**config.mk**
```make
export PLATFORM = sky130hd
export DESIGN_NAME = enc_phasing
export DESIGN_NICKNAME = d
export VERILOG_FILES = /design/src/enc_phasing_pkg.sv /design/src/count_scaler.sv /design/src/enc_phasing.sv
export VERILOG_INCLUDE_DIRS = /design/src
export SDC_FILE = /design/constraint.sdc
export NUM_CORES = 1
export LEC_CHECK = 0
export CAP_MARGIN = 20
export CORE_MARGIN = 2
export CORE_UTILIZATION = 35
export CTS_CLUSTER_DIAMETER = 100
export DETAILED_ROUTE_END_ITERATION = 12
export DONT_BUFFER_PORTS = 1
export GPL_ROUTABILITY_DRIVEN = 0
export PLACE_DENSITY = 0.48
export RECOVER_POWER = 25
export SLEW_MARGIN = 40
export SYNTH_ARGS = -nofsm -noshare
export SYNTH_HDL_FRONTEND = slang
export SYNTH_HIERARCHICAL = 1
export SYNTH_SLANG_ARGS = --single-unit
```
**constraint.sdc**
```tcl
create_clock -name pclk -period 284.4 [get_ports pclk]
set_input_delay 28.44 -clock pclk [delete_from_list [all_inputs] [get_ports pclk]]
set_output_delay 28.44 -clock pclk [all_outputs]
set_load 0.005 [all_outputs]
```
**src/enc_phasing_consts.svh**
```systemverilog
// constants for the encoder feedback phasing sequencer
//
// Functional notes
// - encoder feedback used when select bit set; restart applies
// - procedure one: two moves, last 90 deg, sign check
// - counts scaled by signed ratio, operands within 32767
// - procedure one codes 0, 2, 3, 4
// - status 5 when alarm or inrush open
// - failed phasing keeps drive ok low
// - result flag set only on success, gates drive ok
// - procedure two excites a vibration instead
// - procedure two codes 6 and 7 on frequency
// - saved frequency seeds next start, one vibration
// - command, select, ok and result bits reset zero
// - zero track never used as machine reset reference; here it is, while encoder feedback is inactive
`ifndef ENC_PHASING_CONSTS_SVH
`define ENC_PHASING_CONSTS_SVH

// ----------------------------------------------------------------
// register byte offsets
// ----------------------------------------------------------------
`define OFS_CONTROL      12'h000
`define OFS_STATUS_BITS  12'h004
`define OFS_NUMERATOR    12'h008
`define OFS_DENOMINATOR  12'h00C
`define OFS_STATUS_CODE  12'h010
`define OFS_VIB_FREQ     12'h014
`define OFS_POLE_COUNT   12'h018
`define OFS_IRQ_STATUS   12'h01C
`define OFS_IRQ_MASK     12'h020
`define OFS_POSITION     12'h024

// ----------------------------------------------------------------
// control field positions
// ----------------------------------------------------------------
`define CTL_FBK_SEL      0
`define CTL_PH1_CMD      1
`define CTL_PH2_CMD      2
`define CTL_SW_ENABLE    3
`define CTL_FREQ_SAVED   4

// ----------------------------------------------------------------
// reset values and limits
// ----------------------------------------------------------------
`define RATIO_RESET      16'h0001
`define RATIO_LIMIT      16'sh7FFF
`define POLES_RESET      16'h0004
`define POS_FULL_TURN    32'h0001_0000
`define ST_OK            16'h0000
`define ST_BAD_ENABLE    16'h0002
`define ST_POS_FBK       16'h0003
`define ST_BAD_POLES     16'h0004
`define ST_NOT_READY     16'h0005
`define ST_FREQ_DRIFT    16'h0006
`define ST_FREQ_MAX      16'h0007
`define FREQ_DRIFT_UNITS 16'h0019
`define FREQ_MAX_UNITS   16'h00C8
`define FREQ_RESET       16'h0032
// 22.5 electrical degrees, in 1/65536 turn of electrical angle
`define POLE_TOL_ELEC    32'h0000_1000
`define QUARTER_ELEC     32'h0000_4000

// ----------------------------------------------------------------
// timing
// ----------------------------------------------------------------
`define CLK_PERIOD_NS    20
`define MOVE_TIME_US     100
`define MOVE_CYCLES      ((`MOVE_TIME_US * 1000) / `CLK_PERIOD_NS)

`endif

```
**src/enc_phasing_pkg.sv**
```systemverilog
// types for the encoder feedback phasing sequencer
package enc_phasing_pkg;

	typedef enum logic [2:0] {
		PH_IDLE,
		PH_CHECK,
		PH_MOVE_A,
		PH_MOVE_B,
		PH_VIBRATE,
		PH_JUDGE,
		PH_DONE
	} phase_state_t;

	typedef struct packed {
		logic        active;
		logic signed [15:0] level;
		logic        vibrate;
	} excite_t;

	typedef struct packed {
		logic        sw_enable;
		logic        hw_enable;
		logic        inrush_closed;
		logic [15:0] alarm;
	} drive_cond_t;

endpackage

```
**src/count_scaler.sv**
```systemverilog
// signed ratio scaling of four-edge encoder counts
`timescale 1ns/100ps
`include "enc_phasing_consts.svh"
module count_scaler #(
	parameter int W = 16
) (
	input  wire logic                pclk,
	input  wire logic                presetn,
	input  wire logic                edge_pulse,
	input  wire logic                edge_dir,
	input  wire logic signed [W-1:0] numerator,
	input  wire logic signed [W-1:0] denominator,
	output logic signed [31:0]       position
);
	logic signed [31:0] acc_q;
	logic signed [31:0] pos_q;
	logic signed [31:0] step;
	logic signed [31:0] den_abs;
	logic signed [31:0] acc_next;

	// negative ratio flips the count direction
	always_comb begin
		den_abs  = (denominator < 0) ? -32'(denominator) : 32'(denominator);
		step     = (edge_dir ^ (denominator < 0)) ? -32'(numerator) : 32'(numerator);
		acc_next = acc_q + step;
	end

	// remainder carried so no fractional count is ever lost
	always_ff @(posedge pclk or negedge presetn) begin
		if (!presetn) begin
			acc_q <= 32'sh0;
			pos_q <= 32'sh0;
		end else if (edge_pulse && den_abs != 0) begin
			if (acc_next >= den_abs) begin
				acc_q <= acc_next - den_abs;
				pos_q <= pos_q + 32'sh1;
			end else if (acc_next <= -den_abs) begin
				acc_q <= acc_next + den_abs;
				pos_q <= pos_q - 32'sh1;
			end else begin
				acc_q <= acc_next;
			end
		end
	end

	assign position = pos_q;
endmodule // count_scaler

```
**src/enc_phasing.sv**
```systemverilog
// encoder feedback selection and rotor phasing sequencer with apb registers
//
// Our own choices: the APB register port and the address map.
`timescale 1ns/100ps
`include "enc_phasing_consts.svh"
module enc_phasing #(
	parameter int MOVE_CYC = `MOVE_CYCLES
) (
	input  wire logic        pclk,
	input  wire logic        presetn,
	input  wire logic        psel,
	input  wire logic        penable,
	input  wire logic        pwrite,
	input  wire logic [11:0] paddr,
	input  wire logic [31:0] pwdata,
	output logic      [31:0] prdata,
	output logic             pready,
	output logic             pslverr,
	input  wire logic        enc_a,
	input  wire logic        enc_b,
	input  wire logic        enc_zero,
	input  wire logic        hardware_enable_status,
	input  wire logic        inrush_closed,
	input  wire logic [15:0] alarm_code,
	input  wire logic        drive_ready,
	output enc_phasing_pkg::excite_t excite,
	output logic             encoder_feedback_active,
	output logic             zero_is_home_ref,
	output logic             drive_ok_flag,
	output logic             phasing_result_flag,
	output logic             irq
);
	// ----------------------------------------------------------------
	// pin synchronisers
	// ----------------------------------------------------------------
	logic [2:0] sync1_q;
	logic [2:0] sync2_q;
	always_ff @(posedge pclk or negedge presetn) begin
		if (!presetn) begin
			sync1_q <= 3'h0;
			sync2_q <= 3'h0;
		end else begin
			sync1_q <= {enc_zero, enc_b, enc_a};
			sync2_q <= sync1_q;
		end
	end

	// quadrature decode, every edge of a or b counts unless both tracks change in the same cycle
	logic [1:0] ab_q;
	logic       edge_pulse;
	logic       edge_dir;
	always_ff @(posedge pclk or negedge presetn) begin
		if (!presetn)
			ab_q <= 2'h0;
		else
			ab_q <= sync2_q[1:0];
	end
	assign edge_pulse = (ab_q != sync2_q[1:0]) && (ab_q != ~sync2_q[1:0]);
	assign edge_dir   = ab_q[0] ^ sync2_q[1];

	// ----------------------------------------------------------------
	// registers
	// ----------------------------------------------------------------
	logic               fbk_sel_q;
	logic               fbk_live_q;
	logic               ph1_cmd_q;
	logic               ph2_cmd_q;
	logic               sw_enable_q;
	logic               freq_saved_q;
	logic signed [15:0] num_q;
	logic signed [15:0] den_q;
	logic [15:0]        status_code_q;
	logic [15:0]        freq_q;
	logic [15:0]        poles_q;
	logic [2:0]         irq_stat_q;
	logic [2:0]         irq_mask_q;
	logic               result_q;
	logic               finish;
	logic [15:0]        finish_code;
	logic               restart_q;
	logic signed [31:0] position;

	wire wr_en = psel && penable && pwrite;
	wire rd_en = psel && penable && !pwrite;
	wire mapped = (paddr <= `OFS_POSITION) && (paddr[1:0] == 2'h0);

	// only the low 16 bits are kept on write, and -32768 is clipped to -32767
	function automatic logic signed [15:0] clip(input logic [31:0] v);
		logic signed [15:0] s;
		s = v[15:0];
		if (s == 16'sh8000)
			clip = -`RATIO_LIMIT;
		else
			clip = s;
	endfunction

	always_ff @(posedge pclk or negedge presetn) begin
		if (!presetn) begin
			fbk_sel_q    <= 1'b0;
			ph1_cmd_q    <= 1'b0;
			ph2_cmd_q    <= 1'b0;
			sw_enable_q  <= 1'b0;
			freq_saved_q <= 1'b0;
			num_q        <= `RATIO_RESET;
			den_q        <= `RATIO_RESET;
			poles_q      <= `POLES_RESET;
			irq_mask_q   <= 3'h0;
		end else begin
			if (finish) begin
				ph1_cmd_q <= 1'b0;
				ph2_cmd_q <= 1'b0;
			end
			if (wr_en) begin
				unique case (paddr)
					`OFS_CONTROL: begin
						fbk_sel_q    <= pwdata[`CTL_FBK_SEL];
						sw_enable_q  <= pwdata[`CTL_SW_ENABLE];
						freq_saved_q <= pwdata[`CTL_FREQ_SAVED];
						if (!finish && !ph1_cmd_q && !ph2_cmd_q) begin
							ph1_cmd_q <= pwdata[`CTL_PH1_CMD];
							ph2_cmd_q <= pwdata[`CTL_PH2_CMD] && !pwdata[`CTL_PH1_CMD];
						end
					end
					`OFS_NUMERATOR:   num_q      <= clip(pwdata);
					`OFS_DENOMINATOR: den_q      <= clip(pwdata);
					`OFS_POLE_COUNT:  poles_q    <= pwdata[15:0];
					`OFS_IRQ_MASK:    irq_mask_q <= pwdata[2:0];
					default: ;
				endcase
			end
		end
	end

	// the select bit is latched into use only by a drive restart
	always_ff @(posedge pclk or negedge presetn) begin
		if (!presetn) begin
			restart_q  <= 1'b0;
			fbk_live_q <= 1'b0;
		end else begin
			restart_q <= drive_ready;
			if (drive_ready && !restart_q)
				fbk_live_q <= fbk_sel_q;
		end
	end
	assign encoder_feedback_active = fbk_live_q;
	assign zero_is_home_ref        = !fbk_live_q;

	// ----------------------------------------------------------------
	// phasing sequencer
	// ----------------------------------------------------------------
	enc_phasing_pkg::phase_state_t state_q;
	logic [31:0]        timer_q;
	logic signed [31:0] start_pos_q;
	logic [15:0]        vib_freq_q;
	logic [15:0]        vib_start_q;
	logic               proc2_q;
	logic               second_q;
	wire  enables_ok = !sw_enable_q && hardware_enable_status;
	wire  drive_rdy  = (alarm_code == 16'h0) && inrush_closed;
	wire  timer_done = (timer_q == 32'(MOVE_CYC - 1));
	wire signed [31:0] moved = position - start_pos_q;
	wire signed [31:0] expect_ticks = (`QUARTER_ELEC / 32'(poles_q >> 1));
	wire signed [31:0] tol_ticks    = (`POLE_TOL_ELEC / 32'(poles_q >> 1));

	always_ff @(posedge pclk or negedge presetn) begin
		if (!presetn) begin
			state_q     <= enc_phasing_pkg::PH_IDLE;
			timer_q     <= 32'h0;
			start_pos_q <= 32'sh0;
			proc2_q     <= 1'b0;
			second_q    <= 1'b0;
			vib_freq_q  <= `FREQ_RESET;
			vib_start_q <= `FREQ_RESET;
			finish      <= 1'b0;
			finish_code <= `ST_OK;
		end else begin
			finish <= 1'b0;
			unique case (state_q)
				enc_phasing_pkg::PH_IDLE: if ((ph1_cmd_q || ph2_cmd_q) && !finish) begin
					proc2_q <= ph2_cmd_q;
					state_q <= enc_phasing_pkg::PH_CHECK;
				end
				enc_phasing_pkg::PH_CHECK: begin
					timer_q     <= 32'h0;
					start_pos_q <= position;
					second_q    <= 1'b0;
					vib_start_q <= vib_freq_q;
					if (!drive_rdy) begin
						finish_code <= `ST_NOT_READY;
						state_q     <= enc_phasing_pkg::PH_DONE;
					end else if (!enables_ok) begin
						finish_code <= `ST_BAD_ENABLE;
						state_q     <= enc_phasing_pkg::PH_DONE;
					end else if (proc2_q)
						state_q <= enc_phasing_pkg::PH_VIBRATE;
					else
						state_q <= enc_phasing_pkg::PH_MOVE_A;
				end
				enc_phasing_pkg::PH_MOVE_A: begin
					timer_q <= timer_done ? 32'h0 : timer_q + 32'h1;
					if (timer_done) begin
						start_pos_q <= position;
						state_q     <= enc_phasing_pkg::PH_MOVE_B;
					end
				end
				enc_phasing_pkg::PH_MOVE_B: begin
					timer_q <= timer_done ? 32'h0 : timer_q + 32'h1;
					if (timer_done)
						state_q <= enc_phasing_pkg::PH_JUDGE;
				end
				enc_phasing_pkg::PH_VIBRATE: begin
					timer_q <= timer_done ? 32'h0 : timer_q + 32'h1;
					if (timer_done) begin
						// a seeded start needs only one vibration
						if (freq_saved_q || second_q)
							state_q <= enc_phasing_pkg::PH_JUDGE;
						second_q   <= 1'b1;
						vib_freq_q <= 16'((moved < 0 ? -moved : moved) & 32'h0000_FFFF);
					end
				end
				enc_phasing_pkg::PH_JUDGE: begin
					state_q <= enc_phasing_pkg::PH_DONE;
					if (proc2_q) begin
						if (vib_freq_q > `FREQ_MAX_UNITS)
							finish_code <= `ST_FREQ_MAX;
						else if ((vib_freq_q > vib_start_q ? vib_freq_q - vib_start_q
							: vib_start_q - vib_freq_q) >= `FREQ_DRIFT_UNITS)
							finish_code <= `ST_FREQ_DRIFT;
						else
							finish_code <= `ST_OK;
					end else if (moved <= 0)
						finish_code <= `ST_POS_FBK;
					else if (moved > expect_ticks + tol_ticks || moved < expect_ticks - tol_ticks)
						finish_code <= `ST_BAD_POLES;
					else
						finish_code <= `ST_OK;
				end
				enc_phasing_pkg::PH_DONE: begin
					finish  <= 1'b1;
					state_q <= enc_phasing_pkg::PH_IDLE;
				end
			endcase
		end
	end

	// drive output: a positive step per move, alternating during vibration
	always_ff @(posedge pclk or negedge presetn) begin
		if (!presetn)
			excite <= '0;
		else begin
			excite.active  <= (state_q == enc_phasing_pkg::PH_MOVE_A) ||
				(state_q == enc_phasing_pkg::PH_MOVE_B) || (state_q == enc_phasing_pkg::PH_VIBRATE);
			excite.vibrate <= (state_q == enc_phasing_pkg::PH_VIBRATE);
			excite.level   <= (state_q == enc_phasing_pkg::PH_VIBRATE && timer_q[4]) ?
				-16'sh0400 : 16'sh0400;
		end
	end

	// status code and result flag written together when a procedure ends
	always_ff @(posedge pclk or negedge presetn) begin
		if (!presetn) begin
			status_code_q <= `ST_OK;
			result_q      <= 1'b0;
			freq_q        <= `FREQ_RESET;
		end else if (finish) begin
			status_code_q <= finish_code;
			result_q      <= (finish_code == `ST_OK);
			if (proc2_q)
				freq_q <= vib_freq_q;
		end
	end
	assign phasing_result_flag = result_q;
	// without a good result the drive never reports ok
	assign drive_ok_flag = result_q && drive_ready && drive_rdy;

	// ----------------------------------------------------------------
	// interrupts: done, failure, feedback change pending
	// ----------------------------------------------------------------
	wire [2:0] irq_ev = {fbk_sel_q != fbk_live_q, finish && finish_code != `ST_OK, finish};
	wire       irq_rd = rd_en && paddr == `OFS_IRQ_STATUS;
	always_ff @(posedge pclk or negedge presetn) begin
		if (!presetn)
			irq_stat_q <= 3'h0;
		else
			irq_stat_q <= (irq_rd ? 3'h0 : irq_stat_q) | irq_ev;
	end
	assign irq = |(irq_stat_q & irq_mask_q);

	// ----------------------------------------------------------------
	// apb read side, zero wait states
	// ----------------------------------------------------------------
	assign pready  = 1'b1;
	assign pslverr = psel && penable && !mapped;
	always_ff @(posedge pclk or negedge presetn) begin
		if (!presetn)
			prdata <= 32'h0;
		else if (psel && !penable && !pwrite) begin
			unique case (paddr)
				`OFS_CONTROL:     prdata <= {27'h0, freq_saved_q, sw_enable_q,
					ph2_cmd_q, ph1_cmd_q, fbk_sel_q};
				`OFS_STATUS_BITS: prdata <= {29'h0, fbk_live_q, result_q, drive_ok_flag};
				`OFS_NUMERATOR:   prdata <= {16'h0, num_q};
				`OFS_DENOMINATOR: prdata <= {16'h0, den_q};
				`OFS_STATUS_CODE: prdata <= {16'h0, status_code_q};
				`OFS_VIB_FREQ:    prdata <= {16'h0, freq_q};
				`OFS_POLE_COUNT:  prdata <= {16'h0, poles_q};
				`OFS_IRQ_STATUS:  prdata <= {29'h0, irq_stat_q};
				`OFS_IRQ_MASK:    prdata <= {29'h0, irq_mask_q};
				`OFS_POSITION:    prdata <= position;
				default:          prdata <= 32'h0;
			endcase
		end
	end

	count_scaler #(.W(16)) u_scaler (
		.pclk       (pclk),
		.presetn    (presetn),
		.edge_pulse (edge_pulse),
		.edge_dir   (edge_dir),
		.numerator  (num_q),
		.denominator(den_q),
		.position   (position)
	);
endmodule // enc_phasing

```
**After elaboration in Yosys (flattened, before gate mapping)**

Index checks and enable logic that the tools add are counted.

- Bits in registers: 332
- Output and inout port bits: 57
- Logic and storage cells: 199

- Add/sub/neg operators: 15
- Divide/modulo/power cells: 2
- Order comparisons: 11
- Equality and inequality tests: 26
- Mux-type cells: 44
- Bitwise gates (word level): 5
- Reductions and logical operators: 63

Operator list:

| cell | count |
|---|---|
| 32-bit case mux with 10 select lines | 1 |
| 32-bit 2-to-1 mux | 8 |
| 32-bit case mux with 2 select lines | 2 |
| 16-bit 2-to-1 mux | 7 |
| 32-bit adder | 3 |
| 32-bit subtractor | 3 |
| 16-bit negation with 32-bit output | 2 |
| 12-bit by 5-bit equality test with 1-bit output, second input constant | 4 |
| 3-bit 2-to-1 mux | 13 |
| 32-bit by 1-bit adder with 32-bit output, second input constant | 1 |
| 32-bit by 2-bit adder with 32-bit output, second input constant | 1 |
| 13-bit by 15-bit divider with 32-bit output, first input constant | 1 |
| 15-bit by 15-bit divider with 32-bit output, first input constant | 1 |
| 32-bit by 13-bit equality test with 1-bit output, second input constant | 1 |
| 32-bit greater-or-equal comparator | 1 |
| 32-bit greater-than comparator | 1 |
| 32-bit by 1-bit <= comparator with 1-bit output, second input constant | 1 |
| 32-bit <= comparator | 1 |
| 16-bit logical NOT | 2 |
| 32-bit by 1-bit < comparator with 1-bit output, second input constant | 1 |
| 32-bit < comparator | 1 |
| 32-bit negation | 1 |
| 16-bit case mux with 2 select lines | 1 |
| 32-bit nonzero test | 1 |
| other kinds (37) | 107 |

**Depth between registers and ports, before layout**

- Depth in word-level cells: 8
- Depth in mapped cells: 539
- Gate-level depth less buffers: 487

**Hierarchy**

Netlist, hierarchy kept.

Modules (own cells, without submodules):

| module | times used | cells each | area an instance (µm²) | seq. area each (µm²) |
|---|---|---|---|---|
| enc_phasing | 1 | 8,332 | 59,698.5 | 5,720.5 |
| count_scaler | 1 | 1,395 | 11,026.8 | 1,601.5 |

**Least setup slack after synthesis**

OpenSTA, ideal clock, no wires.

- Path type: flip-flop to flip-flop
- Start point: register poles_q[1]
- End point: register finish_code[2]
- Data arrival time: 92,528 ps
- Path slack: 191,806 ps
- Stages on the path, launching flop included: 519
- Buffers on the path: 60
- Cells stage by stage: dfrtp_1 clkbuf_1 buf_2 inv_1 clkbuf_1 buf_1 clkbuf_1 buf_1 ha_1 buf_2 buf_1 clkbuf_1 nand4_1 nor2_1 ha_1 nor4bb_1 a21oi_1 nor3_1 (+483 left out) a21oi_1 nor2b_1 o21ai_0 nand2b_1 a21oi_1 o31ai_1 a21oi_1 nor2b_1 o21ai_0 nand2b_1 a21oi_1 nor2_1 a2111oi_0 mux2i_1 a21oi_1 nand2_1 nand2_1 a22o_1

- Word-level cells in the longest chain between the ends: 8

RTL lines:

| item | line | RTL |
|---|---|---|
| from (decl) | enc_phasing.sv:74 | `logic [15:0] poles_q;` |
| from (signal assigned) | enc_phasing.sv:106 | `` poles_q <= `POLES_RESET; `` |
| from (signal assigned) | enc_phasing.sv:126 | `` `OFS_POLE_COUNT: poles_q <= pwdata[15:0]; `` |
| 15-bit by 15-bit divider with 32-bit output (no line) / 13-bit by 15-bit divider with 32-bit output (equally long branches) | - |  |
| 32-bit adder / 32-bit subtractor (equally long branches) | enc_phasing.sv:233 | `else if (moved > expect_ticks + tol_ticks \|\| moved < expect_ticks - tol_ticks)` |
| 32-bit greater-than comparator / 32-bit < comparator (equally long branches) | enc_phasing.sv:233 |  |
| 1-bit logical OR (*) | enc_phasing.sv:233 |  |
| 3-bit 2-to-1 mux (*) | enc_phasing.sv:233 |  |
| 3-bit 2-to-1 mux (*) | enc_phasing.sv:231 | `end else if (moved <= 0)` |
| 16-bit 2-to-1 mux (*) | enc_phasing.sv:223 | `if (proc2_q) begin` |
| 16-bit case mux with 2 select lines (*) | enc_phasing.sv:178 | `unique case (state_q)` |
| to (signal assigned) | enc_phasing.sv:225 | `` finish_code <= `ST_FREQ_MAX; `` |
| to (signal assigned) | enc_phasing.sv:232 | `` finish_code <= `ST_POS_FBK; `` |
| to (signal assigned) | enc_phasing.sv:234 | `` finish_code <= `ST_BAD_POLES; `` |
| to (decl) | enc_phasing.sv:79 | `logic [15:0] finish_code;` |

Every way passes the cells marked *; elsewhere a longest branch is shown, timed or not.
A chain may end at the register's enable or synchronous reset.

**Final worst setup path**

- Start point: register poles_q[12]
- End point: register finish_code[2]

The elaborated chain is that of the path after synthesis.

==> results.md <==
* F_max at 0.00945 GHz
* CP endpoint kind: flip-flop
* Nets at 10,600
* CP required at 284.97 ns
* Layout cell share with drive strength beyond 1 at 6.85%
* Via count at 71,400
* Met2 wire length at 110,000 um
* CP max stage cell: or4_1
* First-pass GRT wire length at 372,000 um
* Ys Warns at 6
* Initial antenna violation count at 1
* Startpoint Class: flip-flop
* Top cell family by delay on the critical path: compound AO/OA/AOI/OAI gates
* Met1 Wirelength at 110,000 um
* Drt drc at 0
* Worst path arrival time at 106.43 ns
* Clock transition at path regs at 0.07 ns
* Crit-path max FO at 31
* IO Count at 128
* DRT Pass-1 Iters at 7
* Post-route ant nets at 0
* Number of gates resized after CTS at 0
* Die Ht at 454 um
* Latest clock arrival within the worst-skew pair at 0.64 ns
* Max incr delay on CP at 0.85 ns
* Met3 wire len at 7660 um
* Largest net degree at the start of global routing at 293
* Port-buffer cells at 0
* Placed wire-length estimate after detailed placement at 184,000 um
* Crit path from: poles_q[12]
* Slew Viols, Final at 158
* Post-Syn Area at 70,700 sq um
* Post-synthesis sequential area ratio at 10.4%
* Top FF cell, synth: dfrtp_1
* Count of final setup violators at 0
* Post-Synthesis Cells at 9,727
* Most frequent cells in the layout: ha_1, nor2_1, nand2_1
* Max transition margin at -70.4%
* WL final at 232,000 um
* Overflow after GRT at 0
* Hold Buf Count CTS at 0
* Clock Path Buffers at 3
* Top layer used by detailed routing: met4
* Origin of the critical flop-to-flop path: poles_q[12]
* Max Clock Skew at 0.0190 ns
* Final period utilization at 37.2%
* RSZ-0062 raised after global routing: false
* Hold_sp: sync1_q[0]
* WL/cell at 18.9 um
* Via density per instance at 5.81
* Least-Margin Pin Slew at 2.56 ns
* Hold crit path type: reg -> reg
* Vias in the first global route at 68,400
* Outcome: complete, but fails checks
* Asr flop ratio synth at 100%
* DIE AREA at 206,000 sq um
* Setup TNS at 0 ns
* CTS sink cnt at 292
* Number of max-cap violations at 5
* Starting density of the core at 35.1%
* Failing checks: capacitance limit, slew limit
* Distinct cell type count after synthesis at 150
* Most frequent CP cell: o21ai_0
* Row cnt at 165
* CP Class: reg -> reg
* Post-synth EDFFs at 0
* Htree depth at 1
* Core Region at 201,000 sq um
* Root Driver: clkbuf_16
* Most common cell after layout, fill and taps aside: ha_1
* Avg Cell Area, Syn at 7.27 sq um
* Final min period at 105.87 ns
* GRT Util Overall at 21.7%
* Yosys reg bits at 292
* Total CTS buffers at 31
* Die W at 454 um
* Post-CTS setup buffer count at 0
* DRT iter0 DRCs at 4,908
* Buf+Inv Stages, Crit Path at 44
* Area Growth Syn to Fin at 5.86%
* Filler cells at 21,200
* Hold Fails Final Rpt at 0
* CTS tree: built
## path summary, 6_finish.rpt
check                                             end  slack (ns)  depth (start not counted)
worst max-delay path                   finish_code[2]      178.53                        480
worst min-delay path                       sync2_q[0]        0.35                          0
worst max register to register         finish_code[2]      178.53                        480
worst min register to register             sync2_q[0]        0.35                          0
max in group asynchronous       u_scaler/position[10]      256.11                          0
min in group asynchronous                 timer_q[30]       27.52                          0
## logic make-up after synthesis
family	synth area share (%)
mux	5.78
other cells	0.0212
compound gates	30.1
flops	10.4
buf+inv	4.68
xor+xnor	8.14
fa+ha+maj	16.7
simple gates	24.2
## cell type report
class	instances	area, sq um	area share (%)
antenna	1	2.50	0.00334
clock buffer	37	838	1.12
timing repair buffer	93	678	0.906
clock inverter	21	317	0.423
multi-input combinational	8658	60400	80.7
inverter	509	1930	2.58
sequential	292	7330	9.79
tap	2672	3340	4.47
## Yosys cell counts, drive strengths merged (39+ instances only)
cell	number	area, sq um
a211o	41	360
a211oi	106	848
a21boi	57	428
a21o	389	2920
a21oi	826	4160
a31oi	83	526
and2	133	835
and3	92	581
buf	116	674
clkbuf	191	717
dfrtp	280	7010
ha	930	11600
inv	498	1870
mux2	256	3000
mux2i	107	1090
nand2	868	3270
nand2b	246	1540
nand3	271	1360
nand4	131	847
nor2	882	3340
nor2b	144	903
nor3	228	1190
nor4	89	621
o211ai	86	646
o21a	150	1130
o21ai	722	3630
o21bai	112	841
o31ai	187	1410
or2	63	394
or3	102	648
or4	39	304
xnor2	423	3710
xor2	232	2050
## sequential cells by signal, summed over array words and instances, names as in the netlist, 2 cells and up
name,flops
num_q,16
irq_stat_q,3
status_code_q,3
timer_q,32
excite,4
sync2_q,2
u_scaler/acc_q,32
den_q,16
start_pos_q,32
finish_code,3
vib_freq_q,16
poles_q,16
freq_q,16
sync1_q,2
vib_start_q,16
prdata,32
u_scaler/position,32
state_q,3
irq_mask_q,3
ab_q,2
## per-stage QoR
stage	setup slack [ns]	std cells	util [%]	hold slack (ns)	instance area, sq um
after floorplan	191.81	9766	-	0.331	70900
after global placement	179.65	12200	36.5	0.351	73600
after detailed placement	179.18	12200	36.6	0.343	73700
after CTS	178.71	12300	37.2	0.352	74900
after global routing	169.14	12300	37.2	0.360	74900
final	178.53	12300	37.2	0.349	74900
## routing by layer
layer	GRT usage (%)	vias up
li1	-	35700
met1	29.3	34000
met2	38.4	1425
met3	0.888	217
met4	4.23	0
met5	0	-
Power is not shown: default switching activity piles up to over one toggle a cycle in this logic, so the estimate is an artifact.
